### config.mk
export PLATFORM = sky130hd
export DESIGN_NAME = tdct_timer
export DESIGN_NICKNAME = d
export VERILOG_FILES = /design/src/verilog/tdct_pkg.sv /design/src/verilog/tdct_timer.sv
export SDC_FILE = /design/constraint.sdc
export NUM_CORES = 1
export LEC_CHECK = 0
export ABC_AREA = 1
export ABC_CLOCK_PERIOD_IN_PS = 6300
export BUFFER_PORTS_ARGS = -buffer_cell sky130_fd_sc_hd__buf_2
export CAP_MARGIN = 0
export CORE_MARGIN = 2
export CORE_UTILIZATION = 48
export CTS_CLUSTER_SIZE = 25
export DETAILED_ROUTE_END_ITERATION = 12
export GPL_TIMING_DRIVEN = 0
export MAX_ROUTING_LAYER = met4
export PLACE_DENSITY_LB_ADDON = 0.12
export SLEW_MARGIN = 40
export SYNTH_ARGS = -nofsm -noshare
export SYNTH_HDL_FRONTEND = slang
export SYNTH_SLANG_ARGS = --single-unit
### constraint.sdc
create_clock -name ref_clk -period 6.3 [get_ports ref_clk]
set_input_delay 0.945 -clock ref_clk [delete_from_list [all_inputs] [get_ports ref_clk]]
set_output_delay 0.945 -clock ref_clk [all_outputs]
set_load 0.005 [all_outputs]
### src/verilog/tdct_pkg.sv
`default_nettype none
package tdct_pkg;
  // register byte addresses
  localparam logic [11:0] ADDR_CTRL = 12'h020;
  localparam logic [11:0] ADDR_CTRL_SET = 12'h024;
  localparam logic [11:0] ADDR_CTRL_CLR = 12'h028;
  localparam logic [11:0] ADDR_CTRL_TOG = 12'h02C;
  localparam logic [11:0] ADDR_COUNT = 12'h030;
  localparam logic [11:0] ADDR_IRQ_STATUS = 12'h040;
  localparam logic [11:0] ADDR_IRQ_ENABLE = 12'h044;
  localparam logic [11:0] ADDR_IRQ_CLEAR = 12'h048;
  // control field positions
  localparam int IRQ_FLAG_BIT = 15;
  localparam int IRQ_EN_BIT = 14;
  localparam int POLARITY_BIT = 8;
  localparam int LOAD_TOGETHER_BIT = 7;
  localparam int RELOAD_BIT = 6;
  localparam int DIV_LSB = 4;
  localparam int SRC_LSB = 0;
  // writable control bits; reserved fields read zero
  localparam logic [31:0] CTRL_WMASK = 32'h0000_C1FF;
  localparam logic [31:0] CTRL_RESET = 32'h0000_0000;
  localparam logic [15:0] COUNT_RESET = 16'h0000;
  // tick source codes
  localparam logic [3:0] SRC_NEVER = 4'h0;
  localparam logic [3:0] SRC_PWM0 = 4'h1;
  localparam logic [3:0] SRC_PWM4 = 4'h5;
  localparam logic [3:0] SRC_QUAD_A = 4'h6;
  localparam logic [3:0] SRC_QUAD_B = 4'h7;
  localparam logic [3:0] SRC_XTAL = 4'h8;
  localparam logic [3:0] SRC_XTAL_8K = 4'h9;
  localparam logic [3:0] SRC_XTAL_4K = 4'hA;
  localparam logic [3:0] SRC_XTAL_1K = 4'hB;
  localparam logic [1:0] DIVIDE_BY_EIGHT_CODE = 2'h3;
  // slow crystal sub-dividers, counted in crystal edges
  localparam int XTAL_DIV_8K = 4;
  localparam int XTAL_DIV_4K = 8;
  localparam int XTAL_DIV_1K = 32;
  localparam logic [1:0] RESP_OKAY = 2'h0;
  localparam logic [1:0] RESP_SLVERR = 2'h2;
endpackage : tdct_pkg
`default_nettype wire

### src/verilog/tdct_timer.sv
`timescale 1ns/1ps
`default_nettype none
// How it works
// (RULE1) count decrementing to zero sets flag bit 15
// (RULE2) flag clears on written zero or clear alias
// (RULE3) enable bit 14 gates interrupt request
// (RULE4) polarity bit 8 picks rising or falling edge
// (RULE5) load-together bit 7 copies fixed into running
// (RULE6) reload bit set reloads running count at zero
// (RULE7) reload clear freezes count at zero
// (RULE8) fixed zero with reload keeps reloading
// (RULE9) clock_divider_select bits 5:4 divide by 1,2,4,8
// (RULE10) source bits 3:0 select tick input
// (RULE11) each tick decrements running count once
// (RULE12) undefined source code ticks every cycle; here it ticks on each prescaled enable, so every cycle only at divide by 1
// (RULE13) software writes zeros to reserved bits
// (RULE14) codes 9..11 select 8k, 4k, 1k crystal
// (RULE15) one detected edge gives one decrement
module tdct_timer #(
  parameter int COUNT_WIDTH = 16
) (
  input wire logic ref_clk,
  input wire logic rstn,
  input wire logic [4:0] pwmOut,
  input wire logic quadratureInputA,
  input wire logic quadratureInputB,
  input wire logic slowCrystalTick,
  input wire logic [11:0] s_axi_awaddr,
  input wire logic s_axi_awvalid,
  output logic s_axi_awready,
  input wire logic [31:0] s_axi_wdata,
  input wire logic [3:0] s_axi_wstrb,
  input wire logic s_axi_wvalid,
  output logic s_axi_wready,
  output logic [1:0] s_axi_bresp,
  output logic s_axi_bvalid,
  input wire logic s_axi_bready,
  input wire logic [11:0] s_axi_araddr,
  input wire logic s_axi_arvalid,
  output logic s_axi_arready,
  output logic [31:0] s_axi_rdata,
  output logic [1:0] s_axi_rresp,
  output logic s_axi_rvalid,
  input wire logic s_axi_rready,
  output logic irq
);
  import tdct_pkg::*;

  // ==========================================================
  // input synchronisers
  logic [7:0] syncA;
  logic [7:0] syncB;
  wire [7:0] rawIn = {slowCrystalTick, quadratureInputB, quadratureInputA,
                      pwmOut};
  always_ff @(posedge ref_clk) begin
    if (!rstn) begin
      syncA <= 8'h00;
      syncB <= 8'h00;
    end else begin
      syncA <= rawIn;
      syncB <= syncA;
    end
  end

  // ==========================================================
  // registers
  logic [31:0] ctrl;
  logic [COUNT_WIDTH-1:0] fixedCount;
  logic [COUNT_WIDTH-1:0] runCount;
  logic zeroStatus;
  logic zeroEnable;

  wire [3:0] srcSel = ctrl[SRC_LSB +: 4];
  wire [1:0] divSel = ctrl[DIV_LSB +: 2];
  wire invertIn = ctrl[POLARITY_BIT];
  wire loadTogether = ctrl[LOAD_TOGETHER_BIT];
  wire reloadOn = ctrl[RELOAD_BIT];

  // ==========================================================
  // prescaler
  logic [2:0] preCnt;
  wire [2:0] divMask = 3'((4'h1 << divSel) - 4'h1); // RULE9
  wire preTick = ((preCnt & divMask) == 3'h0); // RULE9
  always_ff @(posedge ref_clk) begin
    if (!rstn) preCnt <= 3'h0;
    else preCnt <= preCnt + 3'h1;
  end

  // ==========================================================
  // slow crystal sub-divider, one shared edge counter tapped for each derived rate
  logic xtalPrev;
  logic [4:0] xtalDiv;
  wire xtalRise = syncB[7] & ~xtalPrev;
  wire [4:0] xtalNext = xtalDiv + 5'h1;
  always_ff @(posedge ref_clk) begin
    if (!rstn) begin
      xtalPrev <= 1'b0;
      xtalDiv <= 5'h00;
    end else begin
      xtalPrev <= syncB[7];
      if (xtalRise) xtalDiv <= xtalNext;
    end
  end
  // divided levels toggle at half period
  wire xtal8k = xtalDiv[$clog2(XTAL_DIV_8K)-1];
  wire xtal4k = xtalDiv[$clog2(XTAL_DIV_4K)-1];
  wire xtal1k = xtalDiv[$clog2(XTAL_DIV_1K)-1];

  // ==========================================================
  // source select and edge detection
  wire srcDefined = (srcSel <= SRC_XTAL_1K);
  logic srcLevel;
  always_comb begin
    srcLevel = 1'b0;
    if (srcSel >= SRC_PWM0 && srcSel <= SRC_PWM4)
      srcLevel = syncB[3'(srcSel - SRC_PWM0)]; // RULE10
    else if (srcSel == SRC_QUAD_A) srcLevel = syncB[5];
    else if (srcSel == SRC_QUAD_B) srcLevel = syncB[6];
    else if (srcSel == SRC_XTAL) srcLevel = syncB[7];
    else if (srcSel == SRC_XTAL_8K) srcLevel = xtal8k; // RULE14
    else if (srcSel == SRC_XTAL_4K) srcLevel = xtal4k; // RULE14
    else if (srcSel == SRC_XTAL_1K) srcLevel = xtal1k; // RULE14
  end
  wire edgeIn = srcLevel ^ invertIn; // RULE4
  logic edgePrev;
  logic edgePend;
  // edge is held pending until the next prescaled enable
  wire edgeSeen = edgeIn & ~edgePrev; // RULE4
  wire edgeTick = preTick & (edgePend | edgeSeen); // RULE15
  wire tick = (srcSel != SRC_NEVER) &&
              (srcDefined ? edgeTick : preTick); // RULE12
  always_ff @(posedge ref_clk) begin
    if (!rstn) begin
      edgePrev <= 1'b0;
      edgePend <= 1'b0;
    end else begin
      edgePrev <= edgeIn;
      edgePend <= ~preTick & (edgePend | edgeSeen); // RULE15
    end
  end

  // ==========================================================
  // AXI4-Lite write channel
  logic awHeld;
  logic wHeld;
  logic [11:0] awAddr;
  logic [31:0] wData;
  logic [3:0] wStrb;
  assign s_axi_awready = ~awHeld & ~s_axi_bvalid;
  assign s_axi_wready = ~wHeld & ~s_axi_bvalid;
  wire awTake = s_axi_awvalid & s_axi_awready;
  wire wTake = s_axi_wvalid & s_axi_wready;
  wire haveAw = awHeld | awTake;
  wire haveW = wHeld | wTake;
  wire doWrite = haveAw & haveW;
  wire [11:0] wrAddr = awHeld ? awAddr : s_axi_awaddr;
  wire [31:0] wrData = wHeld ? wData : s_axi_wdata;
  wire [3:0] wrStrb = wHeld ? wStrb : s_axi_wstrb;
  wire [31:0] byteMask = {{8{wrStrb[3]}}, {8{wrStrb[2]}},
                          {8{wrStrb[1]}}, {8{wrStrb[0]}}};
  wire [31:0] wrBits = wrData & byteMask;
  wire [11:0] wordAddr = {wrAddr[11:2], 2'b00};
  wire wrCtrl = doWrite && wordAddr == ADDR_CTRL;
  wire wrSet = doWrite && wordAddr == ADDR_CTRL_SET;
  wire wrClr = doWrite && wordAddr == ADDR_CTRL_CLR;
  wire wrTog = doWrite && wordAddr == ADDR_CTRL_TOG;
  wire wrCount = doWrite && wordAddr == ADDR_COUNT;
  wire wrIrqEn = doWrite && wordAddr == ADDR_IRQ_ENABLE;
  wire wrIrqClr = doWrite && wordAddr == ADDR_IRQ_CLEAR;
  wire wrMapped = wrCtrl | wrSet | wrClr | wrTog | wrCount | wrIrqEn |
                  wrIrqClr | (doWrite && wordAddr == ADDR_IRQ_STATUS);

  // control update; reserved bits kept zero whatever is written RULE13
  logic [31:0] ctrlWr;
  always_comb begin
    ctrlWr = ctrl;
    if (wrCtrl) ctrlWr = (ctrl & ~byteMask) | wrBits;
    else if (wrSet) ctrlWr = ctrl | wrBits;
    else if (wrClr) ctrlWr = ctrl & ~wrBits;
    else if (wrTog) ctrlWr = ctrl ^ wrBits;
    ctrlWr = ctrlWr & CTRL_WMASK;
  end

  // ==========================================================
  // counter
  wire atOne = (runCount == COUNT_WIDTH'(1));
  wire atZero = (runCount == '0);
  wire decToZero = tick & atOne; // RULE1
  wire [COUNT_WIDTH-1:0] newFixed = wrBits[COUNT_WIDTH-1:0];
  logic [COUNT_WIDTH-1:0] next_runCount;
  always_comb begin
    next_runCount = runCount;
    if (wrCount && loadTogether && wrStrb[0])
      next_runCount = newFixed; // RULE5
    else if (atZero && reloadOn)
      next_runCount = fixedCount; // RULE8
    else if (tick && !atZero)
      next_runCount = runCount - COUNT_WIDTH'(1); // RULE11 RULE7
    if (decToZero && reloadOn && !(wrCount && loadTogether))
      next_runCount = fixedCount; // RULE6
  end

  // status flag: a set in the same cycle beats any clear
  wire flagClear = (wrCtrl | wrClr) & ~ctrlWr[IRQ_FLAG_BIT] |
                   wrTog & ctrl[IRQ_FLAG_BIT] & ~ctrlWr[IRQ_FLAG_BIT] |
                   wrIrqClr & wrBits[0]; // RULE2
  wire flagNext = decToZero | (ctrl[IRQ_FLAG_BIT] & ~flagClear); // RULE1

  always_ff @(posedge ref_clk) begin
    if (!rstn) begin
      ctrl <= CTRL_RESET;
      fixedCount <= COUNT_RESET;
      runCount <= COUNT_RESET;
      zeroEnable <= 1'b0;
    end else begin
      ctrl <= {ctrlWr[31:16], flagNext, ctrlWr[14:0]};
      runCount <= next_runCount;
      if (wrCount) fixedCount <= (fixedCount & ~byteMask[15:0]) | newFixed;
      if (wrIrqEn) zeroEnable <= wrBits[0];
    end
  end
  assign zeroStatus = ctrl[IRQ_FLAG_BIT];

  // interrupt needs both the control enable and the mask register
  assign irq = zeroStatus & ctrl[IRQ_EN_BIT] & zeroEnable; // RULE3

  // write handshake
  always_ff @(posedge ref_clk) begin
    if (!rstn) begin
      awHeld <= 1'b0;
      wHeld <= 1'b0;
      awAddr <= 12'h000;
      wData <= 32'h0000_0000;
      wStrb <= 4'h0;
      s_axi_bvalid <= 1'b0;
      s_axi_bresp <= RESP_OKAY;
    end else begin
      if (doWrite) begin
        awHeld <= 1'b0;
        wHeld <= 1'b0;
        s_axi_bvalid <= 1'b1;
        s_axi_bresp <= wrMapped ? RESP_OKAY : RESP_SLVERR;
      end else begin
        if (awTake) begin
          awHeld <= 1'b1;
          awAddr <= s_axi_awaddr;
        end
        if (wTake) begin
          wHeld <= 1'b1;
          wData <= s_axi_wdata;
          wStrb <= s_axi_wstrb;
        end
        if (s_axi_bvalid && s_axi_bready) s_axi_bvalid <= 1'b0;
      end
    end
  end

  // ==========================================================
  // AXI4-Lite read channel
  assign s_axi_arready = ~s_axi_rvalid;
  wire arTake = s_axi_arvalid & s_axi_arready;
  wire [11:0] rdAddr = {s_axi_araddr[11:2], 2'b00};
  wire [31:0] countWord = {runCount, fixedCount};
  wire rdCtrlAny = rdAddr == ADDR_CTRL || rdAddr == ADDR_CTRL_SET ||
                   rdAddr == ADDR_CTRL_CLR || rdAddr == ADDR_CTRL_TOG;
  wire rdOk = rdCtrlAny || rdAddr == ADDR_COUNT ||
              rdAddr == ADDR_IRQ_STATUS || rdAddr == ADDR_IRQ_ENABLE ||
              rdAddr == ADDR_IRQ_CLEAR;
  wire [31:0] rdMux =
    rdCtrlAny ? ctrl :
    rdAddr == ADDR_COUNT ? countWord :
    rdAddr == ADDR_IRQ_STATUS ? {31'h0000_0000, zeroStatus} :
    rdAddr == ADDR_IRQ_ENABLE ? {31'h0000_0000, zeroEnable} :
    32'h0000_0000;
  always_ff @(posedge ref_clk) begin
    if (!rstn) begin
      s_axi_rvalid <= 1'b0;
      s_axi_rdata <= 32'h0000_0000;
      s_axi_rresp <= RESP_OKAY;
    end else if (arTake) begin
      s_axi_rvalid <= 1'b1;
      s_axi_rdata <= rdMux;
      s_axi_rresp <= rdOk ? RESP_OKAY : RESP_SLVERR;
    end else if (s_axi_rvalid && s_axi_rready) begin
      s_axi_rvalid <= 1'b0;
    end
  end
endmodule : tdct_timer
`default_nettype wire

==> flow_summary.yaml, run 1 <==
status:
  status: "finished clean"
hold_path:
  min-delay-start: "syncA[7]"
  min_to: "syncB[7]"
  worst_hold_path_type: "reg -> reg"
  holdPathStages: 2
clock_tree:
  postCtsSetupRepairBufs: 0
  cts.sinks: 137
  post_cts_resized: 0
  worstSkewPairLatency_ns: 0.43
  cts_hold_buf: 0
  cts-root-buf: "clkbuf_16"
  cts_buffer_depth: 2
  clkTransAtPathRegs_ns: 0.06
  htreeDepth: 4
  cts_buffers: 17
  cts_tree: "done"
global_route:
  grt_pass1_wl_um: 34210
  overflow: 0
  grt_pass1_vias: 6688
  antenna_found_initial: 0
  grtUsageTotal_pct: 27.21
  grt_max_degree: 17
layout:
  fillers: 1541
  antennaDiodeCount: 0
  drive_above_1_share_pct: 16.29
  multi_input_area_sq_um: 3855
  ff_latch_area_sq_um: 2743
  num-nets-final: 1290
  syn_to_final_growth_pct: 17.24
sta:
  timing_hold_violations_final: 0
  worst_slew_pin_slew_ns: 0.8106
  rsz0062_at_grt: "no"
  maxSlewViolCount: 0
  setup-tns-final_ns: 0
  fmax_mhz: 337.9
  period_minus_slack_ns: 2.960
  max_slew_margin_pct: 45.76
  period_share_pct: 46.98
  skew_ns: 0.01076
  setup_violations: 0
  fin_hold_ws_ns: 0.4095
drt:
  drc: 0
  dr.pass1.iters: 6
  detail-route-antenna-nets: 0
  vias_per_cell: 5.250
  wirelength_um: 20950
  routedWlPerCell_um: 15.13
  first_iter_violations: 622
  vias: 7271
power:
  p_per_area_nw_per_um2: 262.9
  pwr-share-comb_pct: 16.0
  p_switching_uw: 668.1
  p_clk_share_pct: 43.4
  internal_power_uw: 1633
  seqPwrFrac_pct: 40.7
  irDropWorstVdd_v: 0.0002497
  netSwitchingFraction_pct: 29.03
  power.leakage_uw: 0.004079
logic_synthesis:
  synth_most_common_cell: "nand2_1"
  yosysSeqAreaShare_pct: 36.74
  syn_area_sq_um: 7466
  ys_warn_count: 0
  ys_types: 52
  synth_area_leaders: "dfxtp_1 (37%), nand2_1 (10%), inv_1 (8.0%), o21ai_0 (5.6%), a21oi_1 (5.4%)"
  synth_top_area_cell: "dfxtp_1"
  synth_commonest_cells: "nand2_1 (206), inv_1 (159), dfxtp_1 (137), nor2_1 (105), o21ai_0 (83)"
  synth_enable_flop_cells: 0
  synthFlopType: "dfxtp_1"
  synthArstFlopShare_pct: 0
  avgSynthCellArea_sq_um: 6.951
  syn_inst: 1074
  synth_top_cell_area_share_pct: 36.74
  synth_seq_cells: 137
critical_path:
  path_buf_inv: 5
  critPathMaxStageDelay_ns: 0.55
  crit_top_cell: "nand3_1"
  crit_slowest_cell: "dfxtp_1"
  critPathRequiredTime_ns: 6.62
  arrival_ns: 3.28
  cp_top_family: "simple AND/OR/NAND/NOR gates"
  critPathMaxFanout: 10
  rrSetupSlack_ns: 3.34
  cp-start-kind: "flop"
  r2r.worst_path.cells: 17
  worstReg2RegEnd: "runCount[1]"
  cp-end-kind: "flop"
  path_cells: "inv_1 -> ha_1 -> xnor2_1 -> o21ai_1 -> inv_1 -> nand3_1 -> nand3_1 -> nand3_2 -> nand3_2 -> nand3_1 -> nand2_4 -> inv_4 -> buf_6 -> nand2_1 -> nand3_1 -> nand2_1 -> inv_1"
  crit_type: "reg -> reg"
place:
  place_congestion: 0.9682
  dpl.hpwl_um: 15820
  portBuffers: 91
floorplanning:
  dieArea_sq_um: 16570
  core_sq_um: 15200
  rows: 45
  die_x_um: 128.7
  die_h_um: 128.7
  num_io_pins: 117
  start_util_pct: 49.11
job:
  cap_violations: 0
## worst max path at each step
stage / slack [ns] / cells after the start / endpoint
2_1_floorplan: 3.85 / 17 / runCount[3]
3_3_place_gp: 3.01 / 9 / s_axi_rdata[11]
3_5_place_dp: 3.04 / 9 / s_axi_rdata[11]
4_1_cts: 3.37 / 17 / runCount[1]
5_1_grt: 2.98 / 19 / runCount[12]
6_report: 3.34 / 17 / runCount[1]
## worst min-delay path, delay by kind of cell, from the launching register on
| family | cells | cell delay, ns |
|---|---|---|
| DFF | 1 | 0.30 |
| and+or+nand+nor | 1 | 0.04 |
| buffers and inverters | 1 | 0.04 |
## per-layer routing
layer  wire [um]  global-route usage, %  vias up
met2        9584                  42.92      266
met5           0                      -        -
met1        9556                  35.45     3263
met3        1388                  5.156       33
met4         421                  8.440        0
li1            -                      -     3709
## logic make-up (layout without fill, tap and decap cells)
| family | Yosys count | in the layout | share of synthesized area [%] |
|---|---|---|---|
| buffers and inverters | 214 | 336 | 11.68 |
| xor gates and xnor gates | 10 | 10 | 1.173 |
| other | 1 | 2 | 0.05023 |
| muxes | 1 | 1 | 0.1341 |
| DFF | 137 | 137 | 36.74 |
| AOI/OAI and AO/OA | 225 | 225 | 17.56 |
| adders and majority gates | 30 | 30 | 5.028 |
| and+or+nand+nor | 456 | 456 | 27.64 |
## power by group through the flow
stage          clock [uW]  combinational, uW  sequential, uW
2_1_floorplan           0                250             949
3_3_place_gp            0                359             953
3_5_place_dp            0                364             953
4_1_cts              1010                366             935
5_1_grt              1060                414             941
6_report              998                368             935
## stage by stage
stage | util (%) | instances | area (sq um) | total power, uW | setup slack [ns]
final | 57.58 | 1385 | 8753 | 2301 | 3.340
after global routing | 57.58 | 1385 | 8753 | 2412 | 2.984
after CTS | 57.58 | 1385 | 8753 | 2314 | 3.371
after detailed placement | 53.68 | 1354 | 8160 | 1318 | 3.042
after global placement | 53.68 | 1354 | 8160 | 1312 | 3.012
after floorplan | - | 1075 | 7470 | 1199 | 3.848
## layout make-up
class	instances	area share (%)
multi-input cells	724	44.04
flip-flops and latches	137	31.33
inverters	173	7.490
repair buffers	91	5.203
clock buffers	19	5.174
well taps	188	2.687
plain buffers	41	2.473
clock inverters	12	1.601
## cell usage in the layout (no fill, tap or decap), drive strengths merged, types with 3 or more instances in the layout
| cell | instances |
|---|---|
| xnor2 | 3 |
| buf | 106 |
| dfxtp | 137 |
| inv | 174 |
| nor3 | 14 |
| nand4 | 7 |
| ha | 30 |
| nor3b | 3 |
| nor4 | 5 |
| clkinvlp | 6 |
| a31oi | 5 |
| o211ai | 14 |
| a21oi | 82 |
| nand3 | 77 |
| xor2 | 7 |
| o221ai | 16 |
| clkinv | 3 |
| nand2 | 212 |
| clkbuf | 45 |
| or2 | 20 |
| o21ai | 98 |
| o31ai | 5 |
| nor2 | 115 |
No activity file was read; power rests on OpenSTA's default activity.
==> run 2: changes to the inputs <==
--- a/config.mk
+++ b/config.mk
@@ -6,7 +6,7 @@
 export NUM_CORES = 1
 export LEC_CHECK = 0
 export ABC_AREA = 1
-export ABC_CLOCK_PERIOD_IN_PS = 6300
+export ABC_CLOCK_PERIOD_IN_PS = 2900
 export BUFFER_PORTS_ARGS = -buffer_cell sky130_fd_sc_hd__buf_2
 export CAP_MARGIN = 0
 export CORE_MARGIN = 2
==> constraint.sdc (replaced) <==
create_clock -name ref_clk -period 2.9 [get_ports ref_clk]
set_input_delay 0.435 -clock ref_clk [delete_from_list [all_inputs] [get_ports ref_clk]]
set_output_delay 0.435 -clock ref_clk [all_outputs]
set_load 0.005 [all_outputs]
==> flow_summary.yaml, run 2 (synthesis results as in run 1) <==
status:
  status: "finished clean"
place:
  portBuffers: 91
  dpl.hpwl_um: 15820
  place_congestion: 0.9682
  dp_cells: 1354
  dpl_cell_area_sq_um: 8160
layout:
  drive_above_1_share_pct: 16.90
  layout_common_cells: "nand2_1 (206), inv_1 (158), dfxtp_1 (136)"
  multi_input_area_sq_um: 3865
  antennaDiodeCount: 0
  syn_to_final_growth_pct: 17.88
  finalNonFillerCells: 1389
  fin_area_sq_um: 8801
  ff_latch_area_sq_um: 2746
  final_common_cell: "nand2_1"
  fillers: 1540
  num-nets-final: 1294
drt:
  routedWlPerCell_um: 15.10
  drc: 0
  vias_per_cell: 5.228
  dr.pass1.iters: 5
  wirelength_um: 20970
  top_layer: "met4"
  met3WireLength_um: 1246
  detail-route-antenna-nets: 0
  vias: 7261
  wl_met1_um: 9724
  met2_length_um: 9543
  first_iter_violations: 644
floorplanning:
  dieArea_sq_um: 16570
  start_util_pct: 49.11
  die_x_um: 128.7
  core_sq_um: 15200
  rows: 45
  die_h_um: 128.7
  num_io_pins: 117
sta:
  setup_violations: 0
  maxSlewViolCount: 0
  period_share_pct: 89.21
  max_slew_margin_pct: 44.90
  fmax_mhz: 386.5
  timing_hold_violations_final: 0
  skew_ns: 0.009416
  setup-tns-final_ns: 0
  worst_slew_pin_slew_ns: 0.8235
  period_minus_slack_ns: 2.587
  rsz0062_at_grt: "no"
  fin_hold_ws_ns: 0.1861
power:
  p_per_area_nw_per_um2: 568.3
  total_power_uw: 5001
  irDropWorstVdd_v: 0.0005426
  power.leakage_uw: 0.004107
global_route:
  overflow: 0
  grtUsageTotal_pct: 27.23
  grt_max_degree: 17
  grt_pass1_vias: 6697
  grt_pass1_wl_um: 34240
  antenna_found_initial: 0
clock_tree:
  htreeDepth: 4
  cts_tree: "done"
  cts.sinks: 137
  cts_buffer_depth: 2
  cts_buffers: 17
  cts-root-buf: "clkbuf_16"
  clkTransAtPathRegs_ns: 0.06
  worstSkewPairLatency_ns: 0.43
critical_path:
  cp-start-kind: "flop"
  arrival_ns: 2.96
  critPathRequiredTime_ns: 3.27
  crit_type: "reg -> reg"
  cp-end-kind: "flop"
  critPathMaxFanout: 10
hold_path:
  worst_hold_path_type: "in -> reg"
job:
  cap_violations: 0
run 2: cell types whose count changed in the layout (fill, tap and decap cells not counted), sizes merged:
cell / delta
buf: +4
inv: -1
clkinvlp: +1
run 2: what timing repair did:
action / CTS / global route
pin swaps: 0 / 1
setup endpoints to repair: 8 / 15
buffers inserted: 0 / 4
hold buffers: 0 / 0
resized for setup: 1 / 4
run 2: area by class of cell:
| type | instances | share of cell area (%) |
|---|---|---|
| Inverter | 173 | 7.492 |
| Buffer | 41 | 2.459 |
| Multi-Input combinational cell | 724 | 43.92 |
| Sequential cell | 137 | 31.21 |
| Timing Repair Buffer | 95 | 5.516 |
| Clock buffer | 19 | 5.146 |
| Tap cell | 188 | 2.673 |
| Clock inverter | 12 | 1.592 |
run 2: where the power goes:
group,total [uW],internal [uW],switching [uW],leakage (uW)
Combinational,799,253,546,0.00272
Clock,2170,1310,858,0.000271
Sequential,2030,1980,51.2,0.00112
run 2: metal layers:
metal / vias up / GRT usage (%)
li1: 3709 / -
met1: 3275 / 35.45
met2: 235 / 42.98
met3: 42 / 5.156
met4: 0 / 8.440
met5: - / -
run 2: worst paths after layout:
check	startpoint	to	slack, ns	cells after the start
hold reg to reg	syncA[7]	syncB[7]	0.41	2
hold / removal	quadratureInputA	syncA[5]	0.19	3
setup / recovery	flop	runCount[1]	0.31	17
setup reg to reg	flop	runCount[1]	0.31	17
run 2: stage by stage:
step | worst slack, ns | util (%)
3_5_place_dp | 0.02080 | 53.68
2_1_floorplan | 0.5735 | -
4_1_cts | 0.1419 | 57.59
5_1_grt | 0.03779 | 57.89
6_report | 0.3130 | 57.89
3_3_place_gp | 0.05148 | 53.68
run 2: critical path: stages, from the launching register on:
cell and delay [ns]:
dfxtp_1 0.41, inv_1 0.15, ha_2 0.37, inv_1 0.06, a21oi_1 0.12, a21oi_1 0.08, nand2_1 0.06, nand3_1 0.09
nand3_1 0.13, nand3_2 0.11, nand3_2 0.12, nand4_4 0.19, inv_2 0.20, buf_6 0.18, nand2_1 0.07, nand3_1 0.09
nand2_1 0.05, inv_1 0.06
==> run 3: changes to the inputs <==
--- a/config.mk
+++ b/config.mk
@@ -10,13 +10,13 @@
 export BUFFER_PORTS_ARGS = -buffer_cell sky130_fd_sc_hd__buf_2
 export CAP_MARGIN = 0
 export CORE_MARGIN = 2
-export CORE_UTILIZATION = 48
+export CORE_UTILIZATION = 57
 export CTS_CLUSTER_SIZE = 25
 export DETAILED_ROUTE_END_ITERATION = 12
 export GPL_TIMING_DRIVEN = 0
 export MAX_ROUTING_LAYER = met4
 export PLACE_DENSITY_LB_ADDON = 0.12
-export SLEW_MARGIN = 40
+export SLEW_MARGIN = 5
 export SYNTH_ARGS = -nofsm -noshare
 export SYNTH_HDL_FRONTEND = slang
 export SYNTH_SLANG_ARGS = --single-unit
==> flow_summary.yaml, run 3 (synthesis results as in run 1) <==
status:
  status: "finished clean"
place:
  place_congestion: 1.019
  portBuffers: 91
  dpl.hpwl_um: 16070
critical_path:
  cp-start-kind: "flop"
  crit_type: "reg -> reg"
  crit_top_cell: "nand2_1"
  path_cells: "inv_2 -> ha_2 -> inv_1 -> a21oi_1 -> a21oi_1 -> nand2_1 -> nand3_1 -> nand2_1 -> nand2_1 -> nand3_2 -> nand3_2 -> nand3_1 -> nand2_4 -> inv_4 -> buf_6 -> nand2_1 -> nand3_1 -> nand2_1 -> inv_1"
  arrival_ns: 3.02
  cp-end-kind: "flop"
  critPathRequiredTime_ns: 3.28
  critPathMaxFanout: 10
  cp_top_family: "simple AND/OR/NAND/NOR gates"
  path_buf_inv: 5
  critPathMaxStageDelay_ns: 0.44
  crit_slowest_cell: "dfxtp_1"
floorplanning:
  start_util_pct: 58.68
  die_x_um: 118.4
  rows: 41
  dieArea_sq_um: 14030
  core_sq_um: 12720
  num_io_pins: 117
  die_h_um: 118.4
sta:
  skew_ns: 0.008839
  worst_slew_pin_slew_ns: 1.043
  fmax_mhz: 378.4
  period_share_pct: 91.14
  period_minus_slack_ns: 2.643
  rsz0062_at_grt: "no"
  max_slew_margin_pct: 29.74
  setup_violations: 0
  timing_hold_violations_final: 0
  maxSlewViolCount: 0
layout:
  fin_util_pct: 69.34
  fillers: 1190
  drive_above_1_share_pct: 16.99
  num-nets-final: 1293
  syn_to_final_growth_pct: 18.15
  final_common_cell: "nand2_1"
  layout_common_cells: "nand2_1 (206), inv_1 (157), dfxtp_1 (136)"
  multi_input_area_sq_um: 3865
  ff_latch_area_sq_um: 2746
clock_tree:
  cts_hold_buf: 0
  cts.sinks: 137
  htreeDepth: 4
  worstSkewPairLatency_ns: 0.43
  cts-root-buf: "clkbuf_16"
  clkTransAtPathRegs_ns: 0.06
  cts_buffer_depth: 2
  cts_buffers: 17
  cts_tree: "done"
global_route:
  grt_pass1_vias: 7025
  grt_pass1_wl_um: 35390
  grtUsageTotal_pct: 32.87
  antenna_found_initial: 1
  overflow: 0
  grt_max_degree: 17
drt:
  vias_per_cell: 5.495
  drc: 0
  wirelength_um: 21800
  vias: 7550
  routedWlPerCell_um: 15.87
  dr.pass1.iters: 5
  detail-route-antenna-nets: 0
  first_iter_violations: 646
power:
  power.leakage_uw: 0.004140
  total_power_uw: 5212
  irDropWorstVdd_v: 0.0004544
  p_per_area_nw_per_um2: 590.8
hold_path:
  worst_hold_path_type: "in -> reg"
job:
  cap_violations: 0
run 3: layout make-up:
type / count / share of cell area [%]
clock buffer: 17 / 4.823
sequential: 137 / 31.13
timing repair buffer: 94 / 5.418
multi-input combinational: 724 / 43.82
buffer: 41 / 2.454
tap: 172 / 2.440
clock inverter: 15 / 2.411
antenna: 1 / 0.02837
inverter: 173 / 7.475
run 3: repair_timing:
item	4_1_cts	5_1_grt
gates cloned	0	0
gates resized for setup	2	4
pin swaps	0	1
endpoints found under the setup margin	16	12
buffers inserted	1	2
run 3: final timing paths:
kind                                 from     endpoint  slack, ns  depth (start not counted)
worst max-delay path                 flop  runCount[4]       0.26                         19
worst min-delay path            pwmOut[3]     syncA[3]       0.19                          3
worst max register to register       flop  runCount[4]       0.26                         19
worst min register to register   syncA[4]     syncB[4]       0.41                          2
run 3: metrics by stage:
stage	hold slack [ns]	instance area (sq um)	std cells	TNS (ns)	setup slack [ns]
4_1_cts	0.1811	8791	1371	0	0.07145
6_report	0.1860	8821	1374	0	0.2570
2_1_floorplan	0.3905	7470	1075	0	0.5735
3_3_place_gp	0.3938	8140	1338	-0.1712	-0.03312
5_1_grt	0.1918	8821	1374	0	0.05220
3_5_place_dp	0.3997	8140	1338	-0.7699	-0.09000
run 3: power breakdown:
group	internal (uW)	leakage [uW]	switching [uW]
Combinational	253	0.00272	557
Sequential	1980	0.00112	51.2
Clock	1460	0.000307	912
run 3: worst reg2reg max path, cell delays in order, from the launching register on:
cell and delay [ns]:
dfxtp_1 0.44, inv_2 0.14, ha_2 0.38, inv_1 0.06
a21oi_1 0.12, a21oi_1 0.08, nand2_1 0.07, nand3_1 0.11
nand2_1 0.10, nand2_1 0.08, nand3_2 0.09, nand3_2 0.12
nand3_1 0.16, nand2_4 0.11, inv_4 0.11, buf_6 0.16
nand2_1 0.07, nand3_1 0.09, nand2_1 0.05, inv_1 0.07
run 3: routing by layer:
metal | global-route usage (%) | part of all wire, % | vias up
li1 | - | - | 3708
met5 | - | 0 | -
met3 | 6.998 | 7.8 | 72
met4 | 15.70 | 4.3 | 0
met2 | 50.54 | 45 | 321
met1 | 41.26 | 43 | 3449
